### src/ssmc_defs.svh
// constants for the supply supervisor mask and settling control
// assumes a 250 MHz system clock; times are in ns
`ifndef SSMC_DEFS_SVH
`define SSMC_DEFS_SVH

`define SSMC_CLK_MHZ       250
`define SSMC_MASK_FAST_NS  2000
`define SSMC_MASK_SLOW_NS  150000
// least times: round up to whole cycles
`define SSMC_MASK_FAST_CYC ((`SSMC_MASK_FAST_NS * `SSMC_CLK_MHZ + 999) / 1000)
`define SSMC_MASK_SLOW_CYC ((`SSMC_MASK_SLOW_NS * `SSMC_CLK_MHZ + 999) / 1000)
`define SSMC_CNT_W         16
`define SSMC_SIDE_LOW      0
`define SSMC_SIDE_HIGH     1

`endif

### src/ssmc_pkg.sv
// types for the supply supervisor mask and settling control
// assumes nothing beyond a SystemVerilog compiler
`default_nettype none

package ssmc_pkg;

	// power mode reported by the clock and power controller
	typedef enum logic [1:0] {
		SSMC_ACTIVE       = 2'h0,
		SSMC_DEEP_SLEEP_1 = 2'h1,
		SSMC_DEEP_SLEEP_2 = 2'h2,
		SSMC_DEEP_SLEEP_3 = 2'h3
	} ssmc_sleep_t;

	// wake-up hold-off sequencer
	typedef enum logic [1:0] {
		SSMC_ST_RUN,
		SSMC_ST_SLEEP,
		SSMC_ST_HOLD
	} ssmc_state_t;

endpackage : ssmc_pkg

`default_nettype wire

### src/ssmc_top.sv
// supervisor event masking, sleep shutdown and wake-up execution hold-off
// assumes control bits from software, comparator trips from the analog side
// Notes on behaviour
// - A re-enabled supervisor comparator has its events masked for 2 us in full-performance mode.
// - A supervisor trip sets its event flag and, with reset enabled, requests a power-on reset.
// - While an event flag is set the general-purpose outputs float as long as the comparator is settling or tripped.
// - With sleep retention clear, comparators turn off in deep sleep and on again when active.
// - With sleep retention set, comparators keep running through deep sleep.
// - After power-up-clear or reset the supervisors are forced on and their settling mask starts.
// - After power-up-clear, a software write to a supervisor control re-arms its event flag.
// - With the low side in normal mode, execution is held 150 us after the two deepest sleeps.
// - With each low-side unit (supervisor and monitor) off or fast, that hold-off lasts only 2 us.
// - The sub-main clock is not gated by the wake-up hold when it runs from the oscillator.
// - The low-side settling delay is 150 us in normal mode and 2 us in full-performance mode.
`default_nettype none
`include "ssmc_defs.svh"

module ssmc_top #(
	parameter int unsigned MASK_FAST_CYC = `SSMC_MASK_FAST_CYC,
	parameter int unsigned MASK_SLOW_CYC = `SSMC_MASK_SLOW_CYC,
	parameter int unsigned WAKE_SLOW_CYC = `SSMC_MASK_SLOW_CYC
) (
	input  wire logic       clk_i,
	input  wire logic       rst_n_i,
	input  wire logic       power_up_clear_i,
	input  wire logic [1:0] sleep_level_i,
	input  wire logic [1:0] supervisor_on_i,
	input  wire logic [1:0] supervisor_full_performance_i,
	input  wire logic [1:0] supervisor_sleep_retain_i,
	input  wire logic [1:0] supervisor_reset_enable_i,
	input  wire logic [1:0] supervisor_ctl_write_i,
	input  wire logic [1:0] supervisor_flag_clear_i,
	input  wire logic [1:0] comparator_trip_i,
	input  wire logic       low_side_monitor_on_i,
	input  wire logic       low_side_monitor_fast_i,
	input  wire logic       sub_main_clock_from_osc_i,
	output logic      [1:0] supervisor_event_flag_o,
	output logic      [1:0] comparator_enable_o,
	output logic      [1:0] settling_o,
	output logic            por_request_o,
	output logic            gpio_hiz_o,
	output logic            cpu_hold_o,
	output logic            main_clock_gate_o,
	output logic            sub_main_clock_gate_o
);

	localparam int FAST_C = MASK_FAST_CYC;
	// the settling mask counts its full length so it never ends early; the wake
	// hold runs down to zero inclusive and therefore loads one less
	localparam logic [`SSMC_CNT_W-1:0] MASK_FAST_LEN = `SSMC_CNT_W'(MASK_FAST_CYC);
	localparam logic [`SSMC_CNT_W-1:0] MASK_FAST = `SSMC_CNT_W'(MASK_FAST_CYC - 1);
	localparam logic [`SSMC_CNT_W-1:0] MASK_SLOW = `SSMC_CNT_W'(MASK_SLOW_CYC);
	localparam logic [`SSMC_CNT_W-1:0] WAKE_SLOW = `SSMC_CNT_W'(WAKE_SLOW_CYC - 1);

	logic       deep_sleep;
	logic [1:0] trip_s;
	logic [1:0] set_ev;
	logic [1:0] next_flag;
	logic [1:0] next_en;

	// any sleep level counts as deep sleep for comparator shutdown
	assign deep_sleep = (ssmc_pkg::ssmc_sleep_t'(sleep_level_i) != ssmc_pkg::SSMC_ACTIVE);

	genvar g;
	generate
		for (g = 0; g < 2; g++) begin : g_side
			logic [2:0]              sync;
			logic                    next_trip;
			logic                    forced;
			logic                    next_forced;
			logic                    armed;
			logic                    next_armed;
			logic [`SSMC_CNT_W-1:0]  mask_cnt;
			logic [`SSMC_CNT_W-1:0]  next_mask_cnt;

			// comparator output is asynchronous; third stage filters a one-cycle glitch
			always_ff @(posedge clk_i) begin
				if (!rst_n_i) begin
					sync      <= 3'h0;
					trip_s[g] <= 1'b0;
				end else begin
					sync      <= {sync[1:0], comparator_trip_i[g]};
					trip_s[g] <= next_trip;
				end
			end

			always_comb begin
				next_trip = (sync[1] == sync[2]) ? sync[2] : trip_s[g];
				// forced on until software writes its own setting
				next_forced = power_up_clear_i | (forced & ~supervisor_ctl_write_i[g]);
				// power-up-clear on a disabled supervisor leaves the flag unarmed
				next_armed = armed;
				if (power_up_clear_i && !supervisor_on_i[g]) begin
					next_armed = 1'b0;
				end
				if (supervisor_ctl_write_i[g]) begin
					next_armed = 1'b1;
				end
				next_en[g] = (supervisor_on_i[g] | next_forced)
					& ~(deep_sleep & ~supervisor_sleep_retain_i[g]);
				next_mask_cnt = (mask_cnt != '0) ? mask_cnt - `SSMC_CNT_W'(1) : mask_cnt;
				// mask restarts on every re-enable and on power-up-clear
				if ((next_en[g] && !comparator_enable_o[g]) || power_up_clear_i) begin
					next_mask_cnt = supervisor_full_performance_i[g]
						? MASK_FAST_LEN : MASK_SLOW;
				end
				if (!next_en[g]) begin
					next_mask_cnt = '0;
				end
				set_ev[g] = trip_s[g] & comparator_enable_o[g] & armed
					& ~settling_o[g];
				// a trip in the clearing cycle wins over the clear
				next_flag[g] = set_ev[g]
					| (supervisor_event_flag_o[g] & ~supervisor_flag_clear_i[g]);
			end

			always_ff @(posedge clk_i) begin
				if (!rst_n_i) begin
					forced                     <= 1'b1;
					armed                      <= 1'b1;
					mask_cnt                   <= '0;
					comparator_enable_o[g]     <= 1'b0;
					settling_o[g]              <= 1'b0;
					supervisor_event_flag_o[g] <= 1'b0;
				end else begin
					forced                     <= next_forced;
					armed                      <= next_armed;
					mask_cnt                   <= next_mask_cnt;
					comparator_enable_o[g]     <= next_en[g];
					settling_o[g]              <= (next_mask_cnt != '0);
					supervisor_event_flag_o[g] <= next_flag[g];
				end
			end

			a_mask_on_enable: assert property (@(posedge clk_i) disable iff (!rst_n_i)
				$rose(comparator_enable_o[g]) |-> settling_o[g])
				else $error("comparator re-enabled without settling mask");
			a_no_flag_masked: assert property (@(posedge clk_i) disable iff (!rst_n_i)
				(settling_o[g] && !supervisor_event_flag_o[g]) |=> !supervisor_event_flag_o[g])
				else $error("event flag set during settling mask");
			a_flag_set_wins: assert property (@(posedge clk_i) disable iff (!rst_n_i)
				(set_ev[g] && supervisor_flag_clear_i[g]) |=> supervisor_event_flag_o[g])
				else $error("event lost against flag clear");
			a_sleep_shutdown: assert property (@(posedge clk_i) disable iff (!rst_n_i)
				(deep_sleep && !supervisor_sleep_retain_i[g]) |=> !comparator_enable_o[g])
				else $error("comparator left on in deep sleep");
			a_sleep_retain: assert property (@(posedge clk_i) disable iff (!rst_n_i)
				(supervisor_on_i[g] && supervisor_sleep_retain_i[g]) |=> comparator_enable_o[g])
				else $error("retained comparator switched off");
			a_clear_forces_on: assert property (@(posedge clk_i) disable iff (!rst_n_i)
				(power_up_clear_i && !deep_sleep) |=> comparator_enable_o[g] && settling_o[g])
				else $error("supervisor not forced on after power-up-clear");
			a_write_rearms: assert property (@(posedge clk_i) disable iff (!rst_n_i)
				supervisor_ctl_write_i[g] ##1 (trip_s[g] && comparator_enable_o[g]
					&& !settling_o[g]) |=> supervisor_event_flag_o[g])
				else $error("flag not re-armed by control write");
		end
	endgenerate

	// wake-up hold-off sequencer
	ssmc_pkg::ssmc_state_t  state;
	ssmc_pkg::ssmc_state_t  next_state;
	logic [`SSMC_CNT_W-1:0] hold_cnt;
	logic [`SSMC_CNT_W-1:0] next_hold_cnt;
	logic                   hold_slow;
	logic                   next_hold;

	// either low-side unit left in normal mode keeps the long hold
	assign hold_slow = (supervisor_on_i[`SSMC_SIDE_LOW]
		& ~supervisor_full_performance_i[`SSMC_SIDE_LOW])
		| (low_side_monitor_on_i & ~low_side_monitor_fast_i);

	always_comb begin
		next_state    = state;
		next_hold_cnt = hold_cnt;
		unique case (state)
			ssmc_pkg::SSMC_ST_RUN: begin
				if (sleep_level_i[1]) begin
					next_state = ssmc_pkg::SSMC_ST_SLEEP;
				end
			end
			ssmc_pkg::SSMC_ST_SLEEP: begin
				if (!deep_sleep) begin
					next_state    = ssmc_pkg::SSMC_ST_HOLD;
					next_hold_cnt = hold_slow ? WAKE_SLOW : MASK_FAST;
				end
			end
			ssmc_pkg::SSMC_ST_HOLD: begin
				if (hold_cnt == '0) begin
					next_state = ssmc_pkg::SSMC_ST_RUN;
				end else begin
					next_hold_cnt = hold_cnt - `SSMC_CNT_W'(1);
				end
			end
		endcase
		next_hold = (next_state == ssmc_pkg::SSMC_ST_HOLD);
	end

	always_ff @(posedge clk_i) begin
		if (!rst_n_i) begin
			state                 <= ssmc_pkg::SSMC_ST_RUN;
			hold_cnt              <= '0;
			cpu_hold_o            <= 1'b0;
			main_clock_gate_o     <= 1'b0;
			sub_main_clock_gate_o <= 1'b0;
			por_request_o         <= 1'b0;
			gpio_hiz_o            <= 1'b0;
		end else begin
			state                 <= next_state;
			hold_cnt              <= next_hold_cnt;
			cpu_hold_o            <= next_hold;
			main_clock_gate_o     <= next_hold;
			// oscillator-fed sub-main clock runs through the hold
			sub_main_clock_gate_o <= next_hold & ~sub_main_clock_from_osc_i;
			por_request_o         <= |(set_ev & supervisor_reset_enable_i);
			gpio_hiz_o            <= |(supervisor_event_flag_o & (settling_o | trip_s));
		end
	end

	a_por_on_trip: assert property (@(posedge clk_i) disable iff (!rst_n_i)
		|(set_ev & supervisor_reset_enable_i) |=> por_request_o)
		else $error("trip with reset enabled gave no reset request");
	a_gpio_float: assert property (@(posedge clk_i) disable iff (!rst_n_i)
		|(supervisor_event_flag_o & trip_s) |=> gpio_hiz_o)
		else $error("outputs driven while flag set and comparator tripped");
	a_hold_fast_len: assert property (@(posedge clk_i) disable iff (!rst_n_i)
		($rose(cpu_hold_o) && hold_cnt == MASK_FAST) |-> ##[1:FAST_C] !cpu_hold_o)
		else $error("fast wake hold too long");
	a_hold_slow_min: assert property (@(posedge clk_i) disable iff (!rst_n_i)
		($rose(cpu_hold_o) && hold_cnt == WAKE_SLOW) |-> cpu_hold_o[*8])
		else $error("slow wake hold ended early");
	a_sub_clock_free: assert property (@(posedge clk_i) disable iff (!rst_n_i)
		sub_main_clock_from_osc_i |=> !sub_main_clock_gate_o)
		else $error("oscillator sub-main clock gated by wake hold");

endmodule : ssmc_top

`default_nettype wire

### config.mk
export PLATFORM = sky130hd
export DESIGN_NAME = ssmc_top
export DESIGN_NICKNAME = d
export VERILOG_FILES = /design/src/ssmc_pkg.sv /design/src/ssmc_top.sv
export VERILOG_INCLUDE_DIRS = /design/src /design/src/src
export SDC_FILE = /design/constraint.sdc
export NUM_CORES = 1
export LEC_CHECK = 0
export BUFFER_PORTS_ARGS = -buffer_cell sky130_fd_sc_hd__buf_4
export CELL_PAD_IN_SITES_DETAIL_PLACEMENT = 0
export CELL_PAD_IN_SITES_GLOBAL_PLACEMENT = 2
export CORE_MARGIN = 2
export CORE_UTILIZATION = 35
export DETAILED_ROUTE_END_ITERATION = 7
export PLACE_DENSITY_LB_ADDON = 0.1
export SLEW_MARGIN = 25
export SYNTH_ARGS = -nofsm -noshare
export SYNTH_HDL_FRONTEND = slang
export SYNTH_SLANG_ARGS = --single-unit
### constraint.sdc
create_clock -name clk_i -period 5.4 [get_ports clk_i]
set_clock_uncertainty 0.05 [all_clocks]
set_input_delay 0.81 -clock clk_i [delete_from_list [all_inputs] [get_ports clk_i]]
set_output_delay 0.81 -clock clk_i [all_outputs]
set_load 0.03 [all_outputs]
# --- Word-level counts from Yosys, hierarchy flattened ---
# Index checks and enable logic that the tools add are counted.
classes:
  n_addsub: 3
  n_eq_ne: 7
  n_mux: 16
  bitwise_logic: 41
  reduce_logical: 23
op_table:
  columns: ["op", "n"]
  rows:
  - ["$mux W16", 11]
  - ["$reduce_bool A16 Y1", 4]
  - ["$sub A16 B1 Y16 const B", 3]
  - ["$pmux W16 S2", 1]
  - ["$and A1 B1 Y1", 17]
  - ["$logic_not A16 Y1", 1]
  - ["$not A1 Y1", 14]
  - ["$reduce_or A2 Y1", 4]
  - ["$or A1 B1 Y1", 7]
  - ["$mux W2", 3]
  - ["$pmux W2 S3", 1]
  - ["$and A2 B2 Y2", 2]
  - ["$eq A2 B2 Y1 const B", 2]
  - ["$logic_and A1 B1 Y1", 4]
  - ["$logic_not A1 Y1", 4]
  - ["$ne A2 B2 Y1 const B", 2]
  - ["$reduce_bool A2 Y1", 2]
  - ["$reduce_and A3 Y1", 1]
  - ["$eq A1 B1 Y1", 2]
  - ["$eq A2 B1 Y1 const B", 1]
  - ["$logic_not A2 Y1", 1]
  - ["$logic_or A1 B1 Y1", 2]
  - ["$or A2 B2 Y2", 1]
word_totals:
  register_bits: 72
  input_bits: 22
  output_inout_bits: 11
  word_cells: 112

# --- Logic depth before layout (Yosys ltp) ---
# Gate-level depths: netlist (run 1).
logic_depth:
  word_depth: 10
  mapped_depth: 10
  mapped_depth_nobuf: 9

# --- Least setup slack after synthesis (run 1) ---
# No wires, ideal clock.
synth_timing:
  path_type: "flip-flop to flip-flop"
  start: "register g_side[1].mask_cnt[0]"
  end: "register settling_o[1]"
  setup_time_ps: 125
  arrival_time_ps: 2557
  t_required_ps: 5225
  setup_slack_ps: 2668
  path_stages_with_launch: 9
  n_path_buf: 0
  synth_period_minus_slack_ps: 2732
  cell_sequence: "dfxtp_1 > inv_1 > ha_1 > or3b_2 > nor4b_1 > xnor2_1 > a31oi_1 > or4_1 > o41a_1"
synth_between:
  elab_chain_cells: 5
  elab_cells_between_ends: 6
  classes_between: "add/sub: 1; mux: 3; reduce/logical: 2"
synth_lines:
  columns: ["element", "line_no", "text"]
  rows:
  - ["start, declared", "ssmc_top.sv:73", "logic [`SSMC_CNT_W-1:0] mask_cnt;"]
  - ["start signal, assigned", "ssmc_top.sv:128", "mask_cnt <= next_mask_cnt;"]
  - ["$sub A16 B1 Y16 / $reduce_bool A16 Y1 (equally long branches)", "ssmc_top.sv:101", "next_mask_cnt = (mask_cnt != '0) ? mask_cnt - `SSMC_CNT_W'(1) : mask_cnt;"]
  - ["$mux W16 (*)", "ssmc_top.sv:101", null]
  - ["$mux W16 (*)", "ssmc_top.sv:103", "if ((next_en[g] && !comparator_enable_o[g]) || power_up_clear_i) begin"]
  - ["$mux W16 (*)", "ssmc_top.sv:107", "if (!next_en[g]) begin"]
  - ["$reduce_bool A16 Y1 (*)", "ssmc_top.sv:130", "settling_o[g] <= (next_mask_cnt != '0);"]
  - ["end signal, assigned by index", "ssmc_top.sv:130", null]
  - ["end, declared", "ssmc_top.sv:39", "output logic [1:0] settling_o,"]
# Every way passes the cells marked *; elsewhere a longest branch is shown, timed or not.
# A chain may end at the register's enable or synchronous reset.

# --- Worst setup path in the final report (run 1) ---
# Ends and elaborated chain as after synthesis.

==> results of run 1 <==
## sequential cells by signal, summed over array words and instances (netlist names), 2 cells and up
register	count
g_side.forced	2
g_side.sync	6
g_side.armed	2
trip_s	2
comparator_enable_o	2
settling_o	2
g_side.mask_cnt	32
state	2
supervisor_event_flag_o	2
hold_cnt	16
## per-layer routing
| layer | up-vias | track usage | share of wire |
|---|---|---|---|
| li1 | 1651 | - | - |
| met1 | 1536 | 0.224 | 0.49 |
| met2 | 58 | 0.277 | 0.46 |
| met3 | 11 | 0.0261 | 0.029 |
| met4 | 0 | 0.0696 | 0.016 |
| met5 | - | 0 | 0 |
## power breakdown
part	leakage, nW	switching [mW]	internal (mW)	total, mW
combinational	0.903	0.199	0.143	0.342
sequential	0.589	0.0401	0.566	0.606
clock	0.0912	0.231	0.175	0.405
## worst max-delay path by stage
stage | to | cells past startpoint | from
after floorplan | settling_o[1] | 8 | g_side[1].mask_cnt[0]
after global placement | settling_o[1] | 8 | sleep_level_i[1]
after detailed placement | settling_o[1] | 8 | sleep_level_i[1]
after CTS | settling_o[1] | 8 | g_side[1].mask_cnt[0]
after global routing | settling_o[1] | 8 | g_side[1].mask_cnt[0]
final | settling_o[1] | 8 | g_side[1].mask_cnt[0]
## cell families after synthesis
logic type | Yosys count | share of synthesized area
flops | 72 | 0.391
buf+inv | 35 | 0.0431
simple gates | 188 | 0.284
compound gates | 111 | 0.188
fa+ha+maj | 7 | 0.0238
xor+xnor | 28 | 0.0666
mux | 1 | 0.00272
## placed cells by master (no fill, tap or decap), types with 11 or more instances in the layout
| master | synthesis | layout |
|---|---|---|
| o21ai_0 | 28 | 28 |
| nand2_1 | 29 | 29 |
| nor4_1 | 14 | 14 |
| inv_1 | 20 | 20 |
| a21oi_1 | 37 | 37 |
| xnor2_1 | 19 | 19 |
| buf_4 | 3 | 33 |
| nor3_1 | 21 | 21 |
| dfxtp_1 | 72 | 72 |
| nor2_1 | 43 | 43 |
| and2_1 | 16 | 16 |
| nand3_1 | 11 | 11 |
## area by class of cell
type,instances,area [sq um],share of cell area
sequential,72,1440,0.343
clock inverter,7,60.1,0.0143
inverter,20,75.1,0.0179
clock buffer,9,124,0.0295
tap,136,170,0.0405
timing repair buffer,33,248,0.0590
multi-input combinational,335,2080,0.496
## worst register-to-register path, delay by kind of cell, from the launching register on
kind | cells | cell delay, ns
and+or+nand+nor | 3 | 1.37
xor gates and xnor gates | 1 | 0.19
DFF | 1 | 0.37
AOI/OAI and AO/OA | 2 | 0.55
buffers and inverters | 1 | 0.10
adders and majority gates | 1 | 0.28
## metrics by stage
step                      utilization  hold slack, ns  area, sq um  worst slack [ns]
after global placement          0.391           0.364         4020              2.30
after global routing            0.409           0.407         4200              2.18
after CTS                       0.409           0.399         4200              2.35
final                           0.409           0.394         4200              2.38
after floorplan                     -           0.362         3680              2.67
after detailed placement        0.391           0.377         4020              2.15
==> metrics.md, run 1 <==
| Metric | Value |
|---|---|
| Initial antenna violation count | 0 |
| Worst Hold Class | reg -> reg |
| CP startpoint kind | register |
| Status | finished, final reports clean |
| Crit path DAT | 3.21 ns |
| Post-CTS sizing | 0 |
| CTS Buf Count | 9 |
| CTS tree | done |
| Reg2reg path depth | 8 |
| DRC | 0 |
| Worst Hold Launch | g_side[1].sync[0] |
| Total length of routed wires | 9110 um |
| Max frequency | 331 MHz |
| Num ports | 33 |
| Postcts setup bufs | 0 |
| GRT overflow | 0 |
| Total die area | 11400 sq um |
| Vias post-DR | 3256 |
| Slew Limit Fails | 0 |
| Die Y | 107 um |
| Mapped Nets | 471 |
| DRT Pass-1 Iters | 4 |
| Yosys top cell by area | dfxtp_1 |
| Rows | 37 |
| Most instantiated cells after synthesis | dfxtp_1, nor2_1, a21oi_1 |
| Die Width | 107 um |
| Crit-path cells | inv_1, ha_1, or3b_2, nor4b_1, xnor2_1, a31oi_1, or4_1, o41a_1 |
| Syn Inst Count | 442 |
| Global-route usage over all layers | 0.170 |
| WL/cell | 14.9 um |
| FFs w/ async S/R, synth | 0 |
| Largest delay share family, worst path | simple AND/OR/NAND/NOR gates |
| Max IR drop VDD | 0.0949 mV |
| RR Endpoint | settling_o[1] |
| CP max stage delay | 0.54 ns |
| Req. time, crit path | 5.59 ns |
| Detailed placement HPWL | 6770 um |
| Antenna-violating nets left | 0 |
| Syn-to-layout area delta | 14.1% |
| Worst Hold Depth | 1 |
| Critical path endpoint category | register |
| Slew @ Worst Pin | 0.907 ns |
| Most frequent cell after synthesis | dfxtp_1 |
| Unrepaired setup endpoints after global routing | no |
| 1st-iter DRT viols | 80 |
| Clk root buf | clkbuf_8 |
| Layout filler cell count | 1111 |
| Number of synthesized flops with an enable pin | 0 |
| Main flop type after synthesis | dfxtp_1 |
| Nets@finish | 500 |
| WHS Endpoint | g_side[1].sync[1] |
| Setup Crit Path Kind | reg -> reg |
| Tmin final | 3.02 ns |
| Clock insertion delay at the later pin of the skew report | 0.36 ns |
| Max capacitance violation total | 0 |
| Fin Setup TNS | 0 ns |
| P_leak | 1.58 nW |
| Clock slew at reported path FFs | 0.09 ns |
| Sink Count | 72 |
| DR vias/cell | 5.32 |
| Fin cells | 612 |
| First-pass GRT wire length | 15400 um |
| Register area share after synthesis | 0.391 |
| Clk buf depth | 2 |
| Top cell type's share of synthesized area | 0.391 |
| Core area | 10300 sq um |
| Gpl congestion | 0.767 |
| I/O Buffers | 32 |
| Mapped cell area | 3680 sq um |
| PD cells | 322 nW/um^2 |
| Layout cells sized above 1 | 0.145 |
| H-tree levels | 3 |
| Post-synthesis cell type count | 61 |
| Setup Viol. Count Final | 0 |
| Flop2flop setup slack | 2.38 ns |
| Buf/Inv on CP | 1 |
| Register bit total from synthesis | 72 |
| Post-route clock period utilization | 0.560 |
| Rel. slew slack | 0.390 |
| Number of global-route vias before repair | 3129 |
| Initial Util | 0.358 |
| Dpl cells | 596 |
| Largest net degree at the start of global routing | 27 |
| ANT cells | 0 |
| Post-cts hold buffer count | 0 |
| Slowest CP cell | or3b_2 |
| Power, Total | 1.35 mW |
| YS warnings | 0 |
| CP max FO | 7 |
| Synth top area cells | dfxtp_1, a21oi_1, xnor2_1 |
| Reg-to-Reg Start | g_side[1].mask_cnt[0] |
| Synthesized area per cell | 8.33 sq um |
| Fin. Hold Viols | 0 |
Note: power is estimated with default switching activity, not from simulation.
==> run 2, diff against run 1 <==
--- a/config.mk
+++ b/config.mk
@@ -6,11 +6,12 @@
 export SDC_FILE = /design/constraint.sdc
 export NUM_CORES = 1
 export LEC_CHECK = 0
+export ABC_AREA = 1
 export BUFFER_PORTS_ARGS = -buffer_cell sky130_fd_sc_hd__buf_4
 export CELL_PAD_IN_SITES_DETAIL_PLACEMENT = 0
 export CELL_PAD_IN_SITES_GLOBAL_PLACEMENT = 2
 export CORE_MARGIN = 2
-export CORE_UTILIZATION = 35
+export CORE_UTILIZATION = 29
 export DETAILED_ROUTE_END_ITERATION = 7
 export PLACE_DENSITY_LB_ADDON = 0.1
 export SLEW_MARGIN = 25
==> constraint.sdc (replaced) <==
create_clock -name clk_i -period 2.55 [get_ports clk_i]
set_clock_uncertainty 0.05 [all_clocks]
set_input_delay 0.3825 -clock clk_i [delete_from_list [all_inputs] [get_ports clk_i]]
set_output_delay 0.3825 -clock clk_i [all_outputs]
set_load 0.03 [all_outputs]
==> run 2 against run 1 <==
  * Cell count rose by 41%
  * Global-route usage fell by 0.81 points
  * Highest routed layer unchanged
  * Total power rose by 150%
  * Via count rose by 20%
  * Design area rose by 14%
  * Synthesized area rose by 11%
  * Synthesized cell count rose by 46%
  * Critical path depth rose by 4
  * Combinational power rose by 150%
  * Core utilization fell by 6.2 points
==> metrics.md, run 2 <==
| Metric | Value |
|---|---|
| Status | finished, final reports clean |
| Synthesized area per cell | 6.35 sq um |
| Clk root buf | clkbuf_16 |
| CP startpoint kind | register |
| Clock slew at reported path FFs | 0.06 ns |
| DRT Pass-1 Iters | 4 |
| Pre-CTS setup slack | 0.561 ns |
| Clock insertion delay at the later pin of the skew report | 0.34 ns |
| Tmin final | 2.02 ns |
| Power, Total | 3.36 mW |
| Slew @ Worst Pin | 0.525 ns |
| CTS tree | done |
| H-tree levels | 3 |
| Gpl congestion | 0.803 |
| Rows | 43 |
| Post-synthesis cell type count | 37 |
| Nets@finish | 707 |
| Largest Register | g_side.mask_cnt |
| Most instantiated cells after synthesis | nand2_1, nor2_1, dfxtp_1 |
| 1st-iter DRT viols | 207 |
| P_leak | 2.38 nW |
| Antenna-violating nets left | 0 |
| Register bit total from synthesis | 72 |
| GRT overflow | 0 |
| WL/cell | 13.0 um |
| Setup Viol. Count Final | 0 |
| Global-route usage over all layers | 0.162 |
| Fin. Hold Viols | 0 |
| Syn-to-layout area delta | 17.2% |
| Sink Count | 72 |
| Layout filler cell count | 1519 |
| Register area share after synthesis | 0.353 |
| Largest net degree at the start of global routing | 46 |
| Max frequency | 495 MHz |
| ANT cells | 0 |
| Number of synthesized flops with an enable pin | 0 |
| Yosys top cell by area | dfxtp_1 |
| Num ports | 33 |
| Die Y | 123 um |
| Unrepaired setup endpoints after global routing | no |
| First-pass GRT wire length | 18700 um |
| Slew Limit Fails | 0 |
| Total length of routed wires | 11200 um |
| Fin Setup TNS | 0 ns |
| DRC | 0 |
| Top cell type's share of synthesized area | 0.353 |
| Syn Inst Count | 644 |
| FFs w/ async S/R, synth | 0 |
| Detailed placement HPWL | 8430 um |
| Mapped Nets | 673 |
| Req. time, crit path | 2.71 ns |
| PD cells | 701 nW/um^2 |
| YS warnings | 0 |
| Rel. slew slack | 0.650 |
| Post-route setup slack | 0.531 ns |
| Worst Hold Class | in -> reg |
| Mapped cell area | 4090 sq um |
| Synth top area cells | dfxtp_1, nand2_1, nor2_1 |
| Largest register FFs | 32 |
| Max capacitance violation total | 0 |
| Critical path endpoint category | register |
| Most frequent cells in the layout | nand2_1, nor2_1, dfxtp_1, inv_1, nand3_1 |
| Post-CTS sizing | 0 |
| Most frequent cell after synthesis | nand2_1 |
| I/O Buffers | 32 |
| Worst hold slack | 0.136 ns |
| CTS Buf Count | 9 |
| Setup Crit Path Kind | reg -> reg |
| Postcts setup bufs | 0 |
| Vias post-DR | 3902 |
| Layout cells sized above 1 | 0.148 |
| Clk buf depth | 2 |
| CP max FO | 6 |
| DR vias/cell | 4.52 |
| Initial Util | 0.296 |
| Largest regs | g_side.mask_cnt: 32 flops, hold_cnt: 16 flops, g_side.sync: 6 flops |
| Crit path DAT | 2.18 ns |
| Max IR drop VDD | 0.300 mV |
| Core area | 13800 sq um |
| Initial antenna violation count | 0 |
| Total die area | 15100 sq um |
| Post-cts hold buffer count | 0 |
| Die Width | 123 um |
| Main flop type after synthesis | dfxtp_1 |
| Post-route clock period utilization | 0.792 |
| Commonest non-fill, non-tap cell in the layout | nand2_1 |
| Number of global-route vias before repair | 3805 |
[run 2: report_power, final]
part	internal (mW)	switching [mW]	leakage [nW]
clock network	0.717	0.530	0.134
registers	1.20	0.0717	0.590
logic	0.288	0.553	1.66
[run 2: final timing paths]
check                                          startpoint               endpoint  slack (ns)  depth (start not counted)
worst max register to register      g_side[0].mask_cnt[0]          settling_o[0]        0.53                         12
worst min register to register          g_side[0].sync[0]      g_side[0].sync[1]        0.36                          2
worst min-delay path            sub_main_clock_from_osc_i  sub_main_clock_gate_o        0.14                          2
worst max-delay path                g_side[0].mask_cnt[0]          settling_o[0]        0.53                         12
[run 2: final cells by class]
cell class	count	area [sq um]	area share
clock buffers	11	253	0.0528
clock inverters	5	40.0	0.00836
inverters	84	318	0.0663
multi-input cells	477	2260	0.471
flip-flops and latches	72	1440	0.301
well taps	180	225	0.0470
repair buffers	34	255	0.0533
[run 2: cells by family after synthesis]
logic type               Yosys count  synth area share
AND/OR/NAND/NOR                  395             0.425
XOR/XNOR                           7            0.0150
AO/OA/AOI/OAI                     68            0.0909
flip-flops                        72             0.353
adder cells (fa/ha/maj)            7            0.0214
buffers and inverters             95            0.0946
[run 2: per-layer routing]
metal  vias up  GRT usage  routed length (um)  part of all wire
met1      1769      0.205                5430              0.48
li1       2070          -                   -                 -
met5         -          0                   0                 0
met3         9     0.0465                 425             0.038
met2        54      0.265                5230              0.47
met4         0     0.0496                 135             0.012
[run 2: critical path, cell delays in order, from the launching register on]
cell	delay, ns
dfxtp_1	0.31
inv_1	0.14
ha_1	0.27
nand2_1	0.16
nor2_2	0.21
nand2_1	0.10
xor2_1	0.15
nand3_1	0.10
nand2_1	0.06
nor2_1	0.10
nand2_1	0.10
nor2_1	0.10
nor2_1	0.04
[run 2: metrics by stage]
| step | area [sq um] | cells | util |
|---|---|---|---|
| final | 4790 | 863 | 0.346 |
| after CTS | 4790 | 863 | 0.346 |
| after global placement | 4500 | 847 | 0.325 |
| after detailed placement | 4500 | 847 | 0.325 |
| after global routing | 4790 | 863 | 0.346 |
| after floorplan | 4090 | 644 | - |
==> run 3, diff against run 2 <==
--- a/config.mk
+++ b/config.mk
@@ -11,7 +11,7 @@
 export CELL_PAD_IN_SITES_DETAIL_PLACEMENT = 0
 export CELL_PAD_IN_SITES_GLOBAL_PLACEMENT = 2
 export CORE_MARGIN = 2
-export CORE_UTILIZATION = 29
+export CORE_UTILIZATION = 33
 export DETAILED_ROUTE_END_ITERATION = 7
 export PLACE_DENSITY_LB_ADDON = 0.1
 export SLEW_MARGIN = 25
==> constraint.sdc (replaced) <==
create_clock -name clk_i -period 2.05 [get_ports clk_i]
set_clock_uncertainty 0.05 [all_clocks]
set_input_delay 0.3075 -clock clk_i [delete_from_list [all_inputs] [get_ports clk_i]]
set_output_delay 0.3075 -clock clk_i [all_outputs]
set_load 0.03 [all_outputs]
==> run 3 against run 2 <==
  * Total power increased by 26%
  * Clock-buffer cell count decreased by 2
  * Wire length decreased by 5.5%
  * Non-clock buffer count increased by 7
  * Largest power group unchanged
==> metrics.md, run 3 (same netlist as run 2, synthesis figures left out) <==
| Metric | Value |
|---|---|
| Tmin final | 1.87 ns |
| Setup Viol. Count Final | 0 |
| WHS Endpoint | sub_main_clock_gate_o |
| Total length of routed wires | 10600 um |
| GRT overflow | 0 |
| Commonest non-fill, non-tap cell in the layout | nand2_1 |
| Die Width | 115 um |
| Clk buf depth | 2 |
| CP startpoint kind | register |
| Worst Hold Launch | sub_main_clock_from_osc_i |
| Power, Total | 4.22 mW |
| Num ports | 33 |
| Status | finished, final reports clean |
| Flop2flop setup slack | 0.18 ns |
| Rows | 40 |
| Comb pwr share | 0.253 |
| PD cells | 870 nW/um^2 |
| Max IR drop VDD | 0.473 mV |
| Core area | 12100 sq um |
| First-pass GRT wire length | 17700 um |
| Pre-CTS setup slack | 0.00967 ns |
| Unrepaired setup endpoints after global routing | no |
| RR Endpoint | hold_cnt[11] |
| Layout cells sized above 1 | 0.162 |
| Fin cells | 858 |
| Syn-to-layout area delta | 18.8% |
| P_leak | 2.43 nW |
| Post-cts hold buffer count | 0 |
| Req. time, crit path | 2.28 ns |
| Reg2reg path depth | 11 |
| Reg power frac | 0.373 |
| Worst Hold Class | in -> reg |
| Critical path endpoint category | register |
| Post-route clock period utilization | 0.911 |
| Most frequent cells in the layout | nand2_1, nor2_1, dfxtp_1, inv_1 |
| Most used cell, CP | nand2_1 |
| Clock network power share | 0.373 |
| Placed Instance Area | 4540 sq um |
| Number of global-route vias before repair | 3700 |
| Largest net degree at the start of global routing | 46 |
| Vias post-DR | 3900 |
| Largest Register | g_side.mask_cnt |
| ANT cells | 0 |
| DRT Pass-1 Iters | 4 |
| CTS tree | done |
| Max frequency | 536 MHz |
| Largest register FFs | 32 |
| CP max FO | 5 |
| Global-route usage over all layers | 0.172 |
| Crit-path cells | inv_1, ha_1, nand3_1, nor2_2, nand2_1, nand2_1, nand2_1, nand2_4, buf_4, or3_1, a21boi_1 |
| Antenna-violating nets left | 0 |
| Postcts setup bufs | 0 |
| Worst hold slack | 0.0525 ns |
| 1st-iter DRT viols | 178 |
| I/O Buffers | 32 |
| Slowest CP cell | dfxtp_1 |
| H-tree levels | 3 |
| CP max stage delay | 0.34 ns |
| Net Switching | 1.49 mW |
| Worst Hold Depth | 2 |
| Crit path DAT | 2.10 ns |
| Detailed placement HPWL | 8060 um |
| Dpl cells | 842 |
| CTS Buf Count | 9 |
| Nets@finish | 714 |
| DR vias/cell | 4.55 |
| Initial Util | 0.339 |
| Sink Count | 72 |
| Clock insertion delay at the later pin of the skew report | 0.35 ns |
| Largest regs | g_side.mask_cnt: 32 flops, hold_cnt: 16 flops, g_side.sync: 6 flops |
| Slew Limit Fails | 0 |
| Reg-to-Reg Start | hold_cnt[0] |
| DRC | 0 |
| Post-route setup slack | 0.183 ns |
| Total die area | 13300 sq um |
| Rel. slew slack | 0.656 |
| Initial antenna violation count | 0 |
| Cell area after layout | 4850 sq um |
| WL/cell | 12.4 um |
| Layout filler cell count | 1303 |
| Internal power | 2.73 mW |
| Clk root buf | clkbuf_16 |
| Max capacitance violation total | 0 |
| Slew @ Worst Pin | 0.516 ns |
| Clock slew at reported path FFs | 0.07 ns |
| Die Y | 115 um |
| Fin. Hold Viols | 0 |
| Switching Fraction | 0.354 |
| Gpl congestion | 0.821 |
| Setup Crit Path Kind | reg -> reg |
run 3: repair_timing:
item / CTS / global route
endpoints found under the hold margin: 0 / 0
pin swaps: 0 / 1
resized for setup: 1 / 6
endpoints found under the setup margin: 1 / 7
run 3: per-stage QoR:
stage / util / TNS (ns)
3_3_place_gp: 0.376 / -0.0595
2_1_floorplan: - / 0
4_1_cts: 0.401 / 0
5_1_grt: 0.402 / 0
3_5_place_dp: 0.376 / 0
6_report: 0.402 / 0
run 3: worst max-delay path: cells and delay by family (launching register included):
family,cells,cell delay (ns)
AOI/OAI and AO/OA,1,0.11
adders and majority gates,1,0.21
buffers and inverters,2,0.22
DFF,1,0.34
and+or+nand+nor,7,0.86
run 3: final cells by class:
cell class              instances  area, sq um  area share
repair buffers                 41          308      0.0634
inverters                      84          318      0.0655
multi-input cells             477         2280       0.470
flip-flops and latches         72         1440       0.297
well taps                     168          210      0.0433
clock buffers                   9          225      0.0464
clock inverters                 7         71.3      0.0147
run 3: per-layer routing:
| metal | vias to the layer above | GRT usage | routed length [um] |
|---|---|---|---|
| met5 | - | 0 | 0 |
| met4 | 0 | 0.0522 | 140 |
| met3 | 9 | 0.0485 | 315 |
| met2 | 41 | 0.280 | 4870 |
| met1 | 1757 | 0.220 | 5290 |
| li1 | 2093 | - | - |
run 3: how the worst max path moves through the flow:
stage	start	slack, ns	cells after the start	to
after global routing	g_side[0].mask_cnt[2]	0.009	12	settling_o[0]
after detailed placement	g_side[0].mask_cnt[0]	0.01	12	settling_o[0]
after CTS	g_side[0].mask_cnt[0]	0.03	12	settling_o[0]
after floorplan	g_side[0].mask_cnt[0]	0.41	12	settling_o[0]
after global placement	g_side[0].mask_cnt[0]	-0.06	12	settling_o[0]
final	hold_cnt[0]	0.18	11	hold_cnt[11]
run 3: power groups by stage:
stage	logic, mW	registers [mW]	clock network, mW
final	1.07	1.58	1.58
after global routing	1.23	1.59	1.69
after floorplan	0.802	1.59	0
after detailed placement	1.06	1.61	0
after global placement	1.08	1.61	0
after CTS	1.07	1.58	1.63
